**config.mk**
```make
export PLATFORM = sky130hd
export DESIGN_NAME = stpor_seq
export DESIGN_NICKNAME = d
export VERILOG_FILES = /design/src/core/stpor_pkg.sv /design/src/core/stpor_sync_cnt.sv /design/src/core/stpor_edge.sv /design/src/core/stpor_seq.sv
export SDC_FILE = /design/constraint.sdc
export NUM_CORES = 1
export LEC_CHECK = 0
export BUFFER_PORTS_ARGS = -buffer_cell sky130_fd_sc_hd__clkbuf_2
export CAP_MARGIN = 30
export CORE_MARGIN = 1
export CORE_UTILIZATION = 58
export DETAILED_ROUTE_END_ITERATION = 10
export PLACE_DENSITY = 0.85
export SKIP_LAST_GASP = 1
export SLEW_MARGIN = 20
export SYNTH_ARGS = -nofsm -noshare
export SYNTH_HDL_FRONTEND = slang
export SYNTH_HIERARCHICAL = 1
export SYNTH_SLANG_ARGS = --single-unit
```
**constraint.sdc**
```tcl
create_clock -name clk -period 2.8 [get_ports clk]
set_input_delay 0.14 -clock clk [delete_from_list [all_inputs] [get_ports clk]]
set_output_delay 0.14 -clock clk [all_outputs]
set_load 0.02 [all_outputs]
```
**src/core/stpor_pkg.sv**
```systemverilog
// Constants for the standby and power-on-reset sequencer
//
// Behaviour
// Standby entered on standby input toggle or external serial/test instruction.
// In standby the device stays configured; logic, I/O, memories keep working.
// On standby entry, subsystems chosen for saving switch off automatically.
// Reference off also switches off reset monitor, PLLs, oscillator, diff I/O.
// Oscillator can be disabled permanently or shut down in standby.
// PLL static disable or standby shutdown; powers off only after outputs low.
// Differential I/O buffers switched off and on per bank at run time.
// Each primary clock net has its own dynamic enable.
// Unused input buffers guarded off; routed clock inputs off in standby.
// With reset monitor off, low-power supply detector still may reset.
// After core and config supplies good, start configuration download.
// User I/O tri-stated until configuration has finished.
// In user mode a core supply drop resets and restarts monitoring.
// Drop detector is accurate one with reference on, low-power one off. Code selects on monitor: low-power also when only the monitor is saved off.
// Regulated parts also monitor the external supply.
// Device reset held while any enabled monitor reports low supply. Code: in user mode only the selected core drop detector holds reset.
package stpor_pkg;

   // ----------------------------------------
   // Sequencer states
   // ----------------------------------------
   typedef enum logic [2:0] {
      STPOR_POR_WAIT = 3'b000,
      STPOR_CONFIG   = 3'b001,
      STPOR_USER     = 3'b010,
      STPOR_PLL_STOP = 3'b011,
      STPOR_STANDBY  = 3'b100
   } stpor_state_type;

   // ----------------------------------------
   // Register offsets and reset values
   // ----------------------------------------
   localparam logic [3:0] STPOR_ADDR_CTRL = 4'h0;
   localparam logic [3:0] STPOR_ADDR_SAVE = 4'h1;
   localparam logic [3:0] STPOR_ADDR_BANK = 4'h2;
   localparam logic [3:0] STPOR_ADDR_CLKEN = 4'h3;
   localparam logic [3:0] STPOR_ADDR_GUARD = 4'h4;
   localparam logic [3:0] STPOR_ADDR_STAT = 4'h5;

   // Control bits
   localparam int STPOR_CTRL_STBY_REQ = 0;
   localparam int STPOR_CTRL_WAKE = 1;
   localparam int STPOR_CTRL_MON_EN = 2;
   localparam int STPOR_CTRL_OSC_DIS = 3;
   localparam int STPOR_CTRL_PLL_DIS = 4;
   // Standby saving selection bits
   localparam int STPOR_SAVE_REF = 0;
   localparam int STPOR_SAVE_MON = 1;
   localparam int STPOR_SAVE_OSC = 2;
   localparam int STPOR_SAVE_PLL = 3;
   localparam int STPOR_SAVE_BANK = 4;
   localparam int STPOR_SAVE_CLK = 5;
   localparam int STPOR_SAVE_GUARD = 6;

   localparam logic [7:0] STPOR_CTRL_RST = 8'h04;
   localparam logic [7:0] STPOR_SAVE_RST = 8'h00;
   localparam logic [7:0] STPOR_EN_RST = 8'hFF;
   // Command bits are not stored
   localparam logic [7:0] STPOR_CTRL_MASK = 8'h1C;

   // ----------------------------------------
   // Timing
   // ----------------------------------------
   localparam int STPOR_CLK_MHZ = 100;
   localparam int STPOR_PLL_WAIT_NS = 100;
   localparam int STPOR_PLL_WAIT_CYC =
      (STPOR_PLL_WAIT_NS * STPOR_CLK_MHZ + 999) / 1000;
   localparam int STPOR_CFG_CYC = 64;

endpackage

```
**src/core/stpor_sync_cnt.sv**
```systemverilog
// Run-length counter: holds done high once input has been high for LEN cycles, until input drops
`timescale 1ns/100ps
`default_nettype none
module stpor_sync_cnt #(
   parameter int LEN = 8
) (
   // Clock and reset
   input wire logic clk,
   input wire logic rst_b,
   // Condition
   input wire logic run,
   output logic done
);
   localparam int W = $clog2(LEN + 1);
   logic [W-1:0] cnt_ff;
   wire at_end = (cnt_ff == W'(LEN));
   wire [W-1:0] nxt_cnt = !run ? '0 : (at_end ? cnt_ff : cnt_ff + 1'b1);

   always_ff @(posedge clk or negedge rst_b) begin
      if (!rst_b) cnt_ff <= '0;
      else cnt_ff <= nxt_cnt;
   end

   assign done = run && at_end;
endmodule
`default_nettype wire

```
**src/core/stpor_edge.sv**
```systemverilog
// Edge detector for a synchronous level input
`timescale 1ns/100ps
`default_nettype none
module stpor_edge (
   // Clock and reset
   input wire logic clk,
   input wire logic rst_b,
   // Level in, change pulse out
   input wire logic lvl,
   output logic toggled
);
   logic lvl_ff;
   logic seen_ff;

   always_ff @(posedge clk or negedge rst_b) begin
      if (!rst_b) begin
         lvl_ff <= 1'b0;
         seen_ff <= 1'b0;
      end else begin
         lvl_ff <= lvl;
         seen_ff <= 1'b1;
      end
   end

   // First sample after reset only captures the level
   assign toggled = seen_ff && (lvl != lvl_ff);
endmodule
`default_nettype wire

```
**src/core/stpor_seq.sv**
```systemverilog
// Standby and power-on-reset sequencer top
//
// Implementation choices: the register offsets and the strobed register port.
`timescale 1ns/100ps
`default_nettype none
module stpor_seq #(
   parameter int NUM_BANKS = 4,
   parameter int NUM_PLLS = 2,
   parameter int PLL_OUTS = 4,
   parameter int NUM_CLKNETS = 8,
   parameter int NUM_GUARDS = 8,
   parameter bit HAS_REGULATOR = 1'b1,
   parameter int CFG_CYC = stpor_pkg::STPOR_CFG_CYC
) (
   // Clock and reset
   input wire logic clk,
   input wire logic rst_b,
   // Supply monitors
   input wire logic core_good,
   input wire logic cfgbank_good,
   input wire logic ext_good,
   input wire logic core_drop_accurate,
   input wire logic core_drop_lowpwr,
   // Configuration download
   input wire logic cfg_done,
   output logic cfg_start,
   output logic device_rst_b,
   // Standby requests
   input wire logic stby_in,
   input wire logic ext_stby_cmd,
   input wire logic ext_wake_cmd,
   // PLL outputs observed before shutdown
   input wire logic [NUM_PLLS*PLL_OUTS-1:0] pll_clk_out,
   // Subsystem enables
   output logic ref_on,
   output logic mon_on,
   output logic lp_det_on,
   output logic osc_on,
   output logic [NUM_PLLS-1:0] pll_on,
   output logic [NUM_BANKS-1:0] diff_bank_on,
   output logic [NUM_CLKNETS-1:0] clknet_en,
   output logic [NUM_GUARDS-1:0] inbuf_on,
   output logic io_user_en,
   output logic in_standby,
   // Register port
   input wire logic [3:0] reg_addr,
   input wire logic [7:0] reg_wdata,
   input wire logic reg_wr,
   input wire logic reg_rd,
   output logic [7:0] reg_rdata
);
   // ----------------------------------------
   // Registers
   // ----------------------------------------
   stpor_pkg::stpor_state_type state_ff, nxt_state;
   logic [7:0] ctrl_ff, save_ff, bank_ff, clken_ff, guard_ff, rdata_ff;
   logic [$clog2(CFG_CYC+1)-1:0] cfg_cnt_ff;

   // ----------------------------------------
   // Address and state decode
   // ----------------------------------------
   function automatic logic addr_hit(input logic [3:0] addr,
      input logic [3:0] offset);
      addr_hit = (addr == offset);
   endfunction

   wire sel_ctrl = addr_hit(reg_addr, stpor_pkg::STPOR_ADDR_CTRL);
   wire sel_save = addr_hit(reg_addr, stpor_pkg::STPOR_ADDR_SAVE);
   wire sel_bank = addr_hit(reg_addr, stpor_pkg::STPOR_ADDR_BANK);
   wire sel_clken = addr_hit(reg_addr, stpor_pkg::STPOR_ADDR_CLKEN);
   wire sel_guard = addr_hit(reg_addr, stpor_pkg::STPOR_ADDR_GUARD);
   wire sel_stat = addr_hit(reg_addr, stpor_pkg::STPOR_ADDR_STAT);

   wire is_cfg = (state_ff == stpor_pkg::STPOR_CONFIG);
   wire is_run = (state_ff == stpor_pkg::STPOR_USER);
   wire is_pll_stop = (state_ff == stpor_pkg::STPOR_PLL_STOP);

   wire wr_ctrl = reg_wr && sel_ctrl;
   wire wr_save = reg_wr && sel_save;
   wire wr_bank = reg_wr && sel_bank;
   wire wr_clken = reg_wr && sel_clken;
   wire wr_guard = reg_wr && sel_guard;

   // Software standby request and wake are self-clearing command bits
   wire sw_stby = wr_ctrl && reg_wdata[stpor_pkg::STPOR_CTRL_STBY_REQ];
   wire sw_wake = wr_ctrl && reg_wdata[stpor_pkg::STPOR_CTRL_WAKE];
   wire mon_en = ctrl_ff[stpor_pkg::STPOR_CTRL_MON_EN];
   wire osc_dis = ctrl_ff[stpor_pkg::STPOR_CTRL_OSC_DIS];
   wire pll_dis = ctrl_ff[stpor_pkg::STPOR_CTRL_PLL_DIS];

   // ----------------------------------------
   // Standby triggers
   // ----------------------------------------
   logic stby_toggle;
   stpor_edge u_edge (
      .clk(clk),
      .rst_b(rst_b),
      .lvl(stby_in),
      .toggled(stby_toggle)
   );

   wire stby_req = stby_toggle || ext_stby_cmd || sw_stby;
   wire wake_req = ext_wake_cmd || sw_wake;

   // ----------------------------------------
   // Supply checks
   // ----------------------------------------
   wire is_stby = (state_ff == stpor_pkg::STPOR_STANDBY);
   wire save_ref = is_stby && save_ff[stpor_pkg::STPOR_SAVE_REF];
   // Reference off takes the accurate monitor down with it
   wire mon_off = save_ref || (is_stby && save_ff[stpor_pkg::STPOR_SAVE_MON]);
   wire ext_ok = !HAS_REGULATOR || ext_good;
   wire power_ok = core_good && cfgbank_good && ext_ok;
   // Accurate detector when monitor up, low-power detector otherwise
   wire core_drop = mon_off ? core_drop_lowpwr : core_drop_accurate;
   wire in_user = is_run || is_pll_stop || is_stby;
   // Low-power detector still active when monitor is off
   wire drop_rst = in_user && (mon_en || mon_off) && core_drop;

   // ----------------------------------------
   // PLL shutdown wait
   // ----------------------------------------
   logic [NUM_PLLS-1:0] pll_quiet;
   for (genvar gp = 0; gp < NUM_PLLS; gp++) begin : g_quiet
      assign pll_quiet[gp] = ~|pll_clk_out[gp*PLL_OUTS +: PLL_OUTS];
   end
   wire pll_outs_low = &pll_quiet;
   logic pll_settled;
   stpor_sync_cnt #(
      .LEN(stpor_pkg::STPOR_PLL_WAIT_CYC)
   ) u_pll_wait (
      .clk(clk),
      .rst_b(rst_b),
      .run(is_pll_stop && pll_outs_low),
      .done(pll_settled)
   );
   wire pll_save = save_ff[stpor_pkg::STPOR_SAVE_PLL] ||
                   save_ff[stpor_pkg::STPOR_SAVE_REF];

   // ----------------------------------------
   // State machine
   // ----------------------------------------
   wire cfg_time_up = (cfg_cnt_ff == $bits(cfg_cnt_ff)'(CFG_CYC));

   always_comb begin
      nxt_state = state_ff;
      unique case (state_ff)
         stpor_pkg::STPOR_POR_WAIT: begin
            if (power_ok) nxt_state = stpor_pkg::STPOR_CONFIG;
         end
         stpor_pkg::STPOR_CONFIG: begin
            if (!power_ok) nxt_state = stpor_pkg::STPOR_POR_WAIT;
            else if (cfg_done || cfg_time_up)
               nxt_state = stpor_pkg::STPOR_USER;
         end
         stpor_pkg::STPOR_USER: begin
            if (stby_req) begin
               if (pll_save) nxt_state = stpor_pkg::STPOR_PLL_STOP;
               else nxt_state = stpor_pkg::STPOR_STANDBY;
            end
         end
         stpor_pkg::STPOR_PLL_STOP: begin
            if (wake_req) nxt_state = stpor_pkg::STPOR_USER;
            else if (pll_settled) nxt_state = stpor_pkg::STPOR_STANDBY;
         end
         stpor_pkg::STPOR_STANDBY: begin
            if (wake_req) nxt_state = stpor_pkg::STPOR_USER;
         end
         default: nxt_state = stpor_pkg::STPOR_POR_WAIT;
      endcase
      // Supply drop restarts monitoring from the beginning
      if (drop_rst) nxt_state = stpor_pkg::STPOR_POR_WAIT;
   end

   wire [$bits(cfg_cnt_ff)-1:0] nxt_cfg_cnt =
      !is_cfg ? '0 :
      (cfg_time_up ? cfg_cnt_ff : cfg_cnt_ff + 1'b1);

   always_ff @(posedge clk or negedge rst_b) begin
      if (!rst_b) begin
         state_ff <= stpor_pkg::STPOR_POR_WAIT;
         cfg_cnt_ff <= '0;
      end else begin
         state_ff <= nxt_state;
         cfg_cnt_ff <= nxt_cfg_cnt;
      end
   end

   // ----------------------------------------
   // Register writes
   // ----------------------------------------
   wire [7:0] nxt_ctrl = wr_ctrl ?
      (reg_wdata & stpor_pkg::STPOR_CTRL_MASK) : ctrl_ff;
   wire [7:0] nxt_save = wr_save ? reg_wdata : save_ff;
   wire [7:0] nxt_bank = wr_bank ? reg_wdata : bank_ff;
   wire [7:0] nxt_clken = wr_clken ? reg_wdata : clken_ff;
   wire [7:0] nxt_guard = wr_guard ? reg_wdata : guard_ff;

   always_ff @(posedge clk or negedge rst_b) begin
      if (!rst_b) ctrl_ff <= stpor_pkg::STPOR_CTRL_RST;
      else ctrl_ff <= nxt_ctrl;
   end

   always_ff @(posedge clk or negedge rst_b) begin
      if (!rst_b) save_ff <= stpor_pkg::STPOR_SAVE_RST;
      else save_ff <= nxt_save;
   end

   always_ff @(posedge clk or negedge rst_b) begin
      if (!rst_b) bank_ff <= stpor_pkg::STPOR_EN_RST;
      else bank_ff <= nxt_bank;
   end

   always_ff @(posedge clk or negedge rst_b) begin
      if (!rst_b) clken_ff <= stpor_pkg::STPOR_EN_RST;
      else clken_ff <= nxt_clken;
   end

   always_ff @(posedge clk or negedge rst_b) begin
      if (!rst_b) guard_ff <= stpor_pkg::STPOR_EN_RST;
      else guard_ff <= nxt_guard;
   end

   // ----------------------------------------
   // Subsystem enables
   // ----------------------------------------
   wire save_osc = is_stby && save_ff[stpor_pkg::STPOR_SAVE_OSC];
   wire save_bank = is_stby && save_ff[stpor_pkg::STPOR_SAVE_BANK];
   wire save_clk = is_stby && save_ff[stpor_pkg::STPOR_SAVE_CLK];
   wire save_guard = is_stby && save_ff[stpor_pkg::STPOR_SAVE_GUARD];
   wire pll_down = is_stby && pll_save;

   // Logic, I/O and memories are never switched off by standby
   assign ref_on = !save_ref;
   assign mon_on = !mon_off;
   assign lp_det_on = 1'b1;
   assign osc_on = !osc_dis && !save_osc && !save_ref;

   genvar gi;
   generate
      for (gi = 0; gi < NUM_PLLS; gi++) begin : g_pll
         assign pll_on[gi] = !pll_dis && !pll_down;
      end
      for (gi = 0; gi < NUM_BANKS; gi++) begin : g_bank
         assign diff_bank_on[gi] = bank_ff[gi % 8] && !save_bank &&
                                   !save_ref;
      end
      for (gi = 0; gi < NUM_CLKNETS; gi++) begin : g_clk
         assign clknet_en[gi] = clken_ff[gi % 8] && !save_clk;
      end
      for (gi = 0; gi < NUM_GUARDS; gi++) begin : g_grd
         assign inbuf_on[gi] = guard_ff[gi % 8] && !save_guard;
      end
   endgenerate

   assign cfg_start = is_cfg;
   assign io_user_en = in_user;
   assign device_rst_b = in_user && !drop_rst;
   assign in_standby = is_stby;

   // ----------------------------------------
   // Register reads
   // ----------------------------------------
   wire [7:0] stat_word = {3'h0, power_ok, 1'b0, state_ff};
   wire [7:0] rd_ctrl = {8{sel_ctrl}} & ctrl_ff;
   wire [7:0] rd_save = {8{sel_save}} & save_ff;
   wire [7:0] rd_bank = {8{sel_bank}} & bank_ff;
   wire [7:0] rd_clken = {8{sel_clken}} & clken_ff;
   wire [7:0] rd_guard = {8{sel_guard}} & guard_ff;
   wire [7:0] rd_stat = {8{sel_stat}} & stat_word;
   // Unmapped addresses select nothing and read zero
   wire [7:0] rd_mux = rd_ctrl | rd_save | rd_bank | rd_clken |
      rd_guard | rd_stat;
   wire [7:0] nxt_rdata = reg_rd ? rd_mux : 8'h00;

   always_ff @(posedge clk or negedge rst_b) begin
      if (!rst_b) rdata_ff <= 8'h00;
      else rdata_ff <= nxt_rdata;
   end
   assign reg_rdata = rdata_ff;
endmodule
`default_nettype wire

```
=== Yosys cells after proc, flatten, opt, wreduce, memory -nomap -nowiden ===
Cells that the tools add are included.
Widths: inputs -> output; s select.

* Flip-flop bits (word level): 59
* Input port bits: 33
* Output and inout bits: 38
* Word-level logic and storage cells: 135

* Add/subtract/negate cells: 2
* Equality and inequality tests: 19
* Muxes and demuxes: 16
* Bitwise gates (word level): 11
* Reduce and logical (&&, ||, !) cells: 76

{| class="wikitable"
|+ Operators with widths
! operator !! count
|-
| $logic_and 1x1->1 || 49
|-
| $or 8x8->8 || 5
|-
| $and 8x8->8 || 4
|-
| $mux 3 || 9
|-
| $and 8x5->8 || 2
|-
| $pmux 3 s5 || 1
|-
| $mux 7 || 2
|-
| $logic_not 1->1 || 12
|-
| $logic_or 1x1->1 || 9
|-
| $eq 4x2->1 const B || 2
|-
| $eq 4x3->1 const B || 2
|-
| $mux 4 || 2
|-
| $mux 8 || 1
|-
| $reduce_or 4->1 || 2
|-
| $add 7x1->7 const B || 1
|-
| $eq 7x7->1 const B || 1
|-
| $eq 3x2->1 const B || 2
|-
| $reduce_and 5->1 || 1
|-
| $add 4x1->4 const B || 1
|-
| $eq 4x1->1 const B || 1
|-
| $eq 4x4->1 const B || 1
|-
| $logic_not 4->1 || 1
|-
| $ne 2x2->1 const B || 2
|-
| $ne 4x1->1 const B || 1
|-
| other kinds (10) || 10
|}

=== Depth between registers and ports, before layout ===
* Depth in word-level cells: 9
* Gate-level depth with buffers: 9
* Gate-level depth less buffers: 8

=== By module ===
The synthesis kept the hierarchy.

{| class="wikitable"
|+ Modules (own cells, without submodules)
! module !! times used !! cells each !! area each (um^2) !! seq. area each (um^2)
|-
| stpor_seq || 1 || 256 || 2877.8 || 1357.6
|-
| stpor_sync_cnt || 1 || 21 || 219.0 || 100.1
|-
| stpor_edge || 1 || 5 || 68.8 || 50.0
|}

=== Least setup slack after synthesis ===
Ideal clock, no wire load.

* Kind: reg-to-output
* From: register state_ff[0]
* To: output device_rst_b
* Data arrival time: 1.830 ns
* Data required time: 2.660 ns
* Setup slack: 0.830 ns
* Stages on the path, launching flop included: 7
* Buffers on the path: 1
* Path through: dfrtp_1 buf_4 or3b_4 inv_1 or2_2 o21ai_0 a21oi_1

* Elaborated cells on any way between the ends: 14
* Those cells by class: eq/ne (3); mux (1); reduce/logical (10)

{| class="wikitable"
|+ RTL lines
! what !! line !! RTL
|-
| start, declared || stpor_seq.sv:55 || <nowiki>stpor_pkg::stpor_state_type state_ff, nxt_state;</nowiki>
|-
| start signal, assigned || stpor_seq.sv:181 || <nowiki>state_ff <= stpor_pkg::STPOR_POR_WAIT;</nowiki>
|-
| start signal, assigned || stpor_seq.sv:184 || <nowiki>state_ff <= nxt_state;</nowiki>
|-
| $eq 3x3->1 * || stpor_seq.sv:108 || <nowiki>wire is_stby = (state_ff == stpor_pkg::STPOR_STANDBY);</nowiki>
|-
| named net in_standby || stpor_seq.sv:44 || <nowiki>output logic in_standby,</nowiki>
|-
| $logic_or 1x1->1 * || stpor_seq.sv:116 || <nowiki>wire in_user = is_run || is_pll_stop || is_stby;</nowiki>
|-
| named net io_user_en || stpor_seq.sv:43 || <nowiki>output logic io_user_en,</nowiki>
|-
| $logic_and 1x1->1 (2 in series) || stpor_seq.sv:118 || <nowiki>wire drop_rst = in_user && (mon_en || mon_off) && core_drop;</nowiki>
|-
| $logic_not 1->1 || stpor_seq.sv:258 || <nowiki>assign device_rst_b = in_user && !drop_rst;</nowiki>
|-
| $logic_and 1x1->1 * || stpor_seq.sv:258 ||
|-
| end, declared || stpor_seq.sv:27 || <nowiki>output logic device_rst_b,</nowiki>
|}

Mark *: on every way through the listed nets, which the timed path passes. The rest lies on a longest branch.

=== Final worst setup path ===
* From: register state_ff[2]
* To: output inbuf_on[4]

* Longest elaborated chain between the ends: 4

{| class="wikitable"
|+ RTL lines
! what !! line !! RTL
|-
| $eq 3x3->1 || stpor_seq.sv:108 ||
|-
| $logic_and 1x1->1 || stpor_seq.sv:230 || <nowiki>wire save_guard = is_stby && save_ff[stpor_pkg::STPOR_SAVE_GUARD];</nowiki>
|-
| $logic_not 1->1 || stpor_seq.sv:252 || <nowiki>assign inbuf_on[gi] = guard_ff[gi % 8] && !save_guard;</nowiki>
|-
| $logic_and 1x1->1 || stpor_seq.sv:252 ||
|-
| end, declared || stpor_seq.sv:42 || <nowiki>output logic [NUM_GUARDS-1:0] inbuf_on,</nowiki>
|}

Every way passes these cells.

==> reports/metrics.cfg <==
[logic_synthesis]
synth-simple-area-share = 0.207
postSynthCellCount = 282
synthAdderAreaFrac = 0.0158
synth_top_flop_cell = dfrtp_1
netlist_area_mm2 = 0.00317
netlist-cell-type-count = 52
synth_xor_area_frac = 0.0221
synth_top_family_by_area = simple AND/OR/NAND/NOR gates
muxShareOfSynthArea = 0.160
yosysWarningCount = 6
synth-seq-area-share = 0.476
synthesis.nets = 319
async_reset_ff_frac = 1.00
synth_compound_gate_area_share = 0.0842
synth_edf_count = 0
ys_ff_latch = 59
syn_avg_cell_area_um2 = 11.2

[power]
powerDensity_mw_per_mm2 = 807
report.power.total_uw = 3040
p_leak_uw = 0.00174
peakVddDrop_v = 0.000454

[clock_network]
clock_path_buffers = 2
post_cts_buffers = 0
root_buffer = clkbuf_8
post_cts_resize_count = 0
insertion_delay_ps = 350
numCtsBuffers = 9
htreeDepth = 3
clk_pin_slew_ps = 70
cts_tree = yes
clock-sinks = 59

[global_route]
antenna_found_initial = 0
grt_pass1_vias = 2331
grt_max_degree = 60
grt_pass1_wl_um = 11200
track_usage = 0.271
grt_overflow = 0

[sta]
hold_viol_final = 0
skew_ps = 6.73
tns_ps = 0
finalSetupViolations = 0
rsz0062_at_grt = false
fmax_ghz = 0.428
max_slew_margin = 0.528
tightest_slew_ps = 709
slew_viol_final = 0
period_minus_slack_ps = 2330
period_share = 0.834
fin_ws_ps = 465

[critical_path]
worstPathRequired_ps = 2660
path_max_fanout = 9
worst-setup-path-type = reg2out
end_kind = output port
critical_path_arrival_ps = 2190
start_kind = flop
slowest_stage = dfrtp_1
crit_chain = or3b_4 > inv_1 > and2_1 > nor2b_1 > clkbuf_2
slowest_delay_ps = 480

[place]
hpwlAfterDp_um = 4960
post-place-ws_ps = 840
gp_congestion = 0.863
dp_cells = 412
port_buffers = 69

[layout]
fin_util = 0.729
n_antenna_cell = 0
drive_gt1_frac = 0.458
fin_nets = 392
fin_cells = 430
syn_to_final_growth_pct = 19.2

[die]
num_rows = 26
die_h_um = 75.9
coreArea_mm2 = 0.00517
die_width_um = 75.9
pin_count = 71
die-area_mm2 = 0.00576
start_util = 0.612

[outcome]
status = completed

[drt]
routedWlPerCell_um = 16.3
wl_met3_um = 386
drt-total-wl_um = 7010
via_per_inst = 5.60
vias = 2410
first_pass_iters = 5
route.met2.wl_um = 3440
initialDrtViolationCount = 177
top_layer = met4
detail-route-antenna-nets = 0
drc = 0
met1_length_um = 3010

[run]
maxCapViolCount = 0

[worst_hold_path]
worst_hold_path_type = in2reg

==> flip-flops by register name, summed over array words and instances (netlist names), 4 cells and up <==
register / cells
guard_ff: 8
reg_rdata: 8
clken_ff: 8
save_ff: 8
cfg_cnt_ff: 7
bank_ff: 8
u_pll_wait/cnt_ff: 4
==> per-stage QoR <==
stage,instance area (um^2),hold slack (ps)
floorplan,3170,-156
global placement,3540,281
detailed placement,3540,279
CTS,3770,70.4
global route,3770,82.0
finish,3770,76.5
==> area by class of cell <==
type                            instances  area (um^2)
Clock buffer                           15          186
Clock inverter                          1         30.0
Fill cell                             373         1400
Inverter                                9         33.8
Multi-Input combinational cell        204         1550
Sequential cell                        59         1510
Tap cell                               70         87.6
Timing Repair Buffer                   72          373
==> layer usage <==
metal  vias up  track usage
li1       1140            -
met5         -            0
met1      1165        0.367
met2        87        0.420
met3        18       0.0675
met4         0        0.111
==> logic make-up after synthesis <==
logic type | Yosys count
adders and majority gates | 4
xor gates and xnor gates | 8
buffers and inverters | 19
AOI/OAI and AO/OA | 35
other | 2
DFF | 59
muxes | 43
and+or+nand+nor | 112
==> layout by cell type, fill, tap and decap left out, types with 5 or more instances in the layout <==
master / instances
nor2_1: 28
inv_1: 9
clkbuf_2: 69
clkbuf_8: 13
dfrtp_1: 34
nand3_1: 6
nor2b_1: 30
mux2_2: 40
a21oi_1: 11
nor3_1: 5
dfstp_2: 25
nand2_1: 13
==> synth_stat cells, types with 2 or more instances <==
cell type	number	area, um^2
nor3_1	5	25.0
mux4_2	2	45.0
dfstp_2	25	657
xnor2_1	4	35.0
conb_1	2	7.51
nand2b_1	2	12.5
dfrtp_1	34	851
a22oi_1	3	22.5
xor2_1	4	35.0
buf_4	3	22.5
o21ai_0	3	15.0
nor2b_1	30	188
a221oi_1	4	35.0
buf_6	2	22.5
a21oi_1	11	55.1
nand3b_1	4	30.0
nand2_1	13	48.8
buf_2	5	25.0
inv_1	9	33.8
a32o_1	2	20.0
nor2_1	28	105
and2_1	4	25.0
nor4_1	2	12.5
or4_1	2	15.0
mux2_2	40	450
and3_1	2	12.5
or2_2	2	12.5
nand3_1	6	30.0
a31oi_1	3	18.8
ha_1	4	50.1
==> worst paths after layout <==
check	slack [ps]	depth (start not counted)	startpoint	to
setup / recovery	470	5	state_ff[2]	inbuf_on[4]
hold / removal	80	2	reg_wdata[6]	save_ff[6]
setup reg to reg	880	8	state_ff[2]	state_ff[1]
hold reg to reg	520	2	bank_ff[6]	reg_rdata[6]
max in group asynchronous	1850	3	rst_b	cfg_cnt_ff[2]
min in group asynchronous	470	3	rst_b	u_pll_wait/cnt_ff[1]
==> power breakdown <==
group	switching (uW)	leakage, uW	internal [uW]
logic	555	0.000922	437
registers	149	0.000710	1070
clock network	322	0.000110	509
==> critical path: cells and delay by family (launching register included) <==
| family | cells | cell delay, ps |
|---|---|---|
| buffers and inverters | 2 | 370 |
| DFF | 1 | 480 |
| and+or+nand+nor | 3 | 1000 |
==> timing repair <==
action	4_1_cts	5_1_grt
endpoints found under the setup margin	0	0
hold endpoints to repair	35	0
hold buffers	2	0
(Power assumes the default switching activity.)
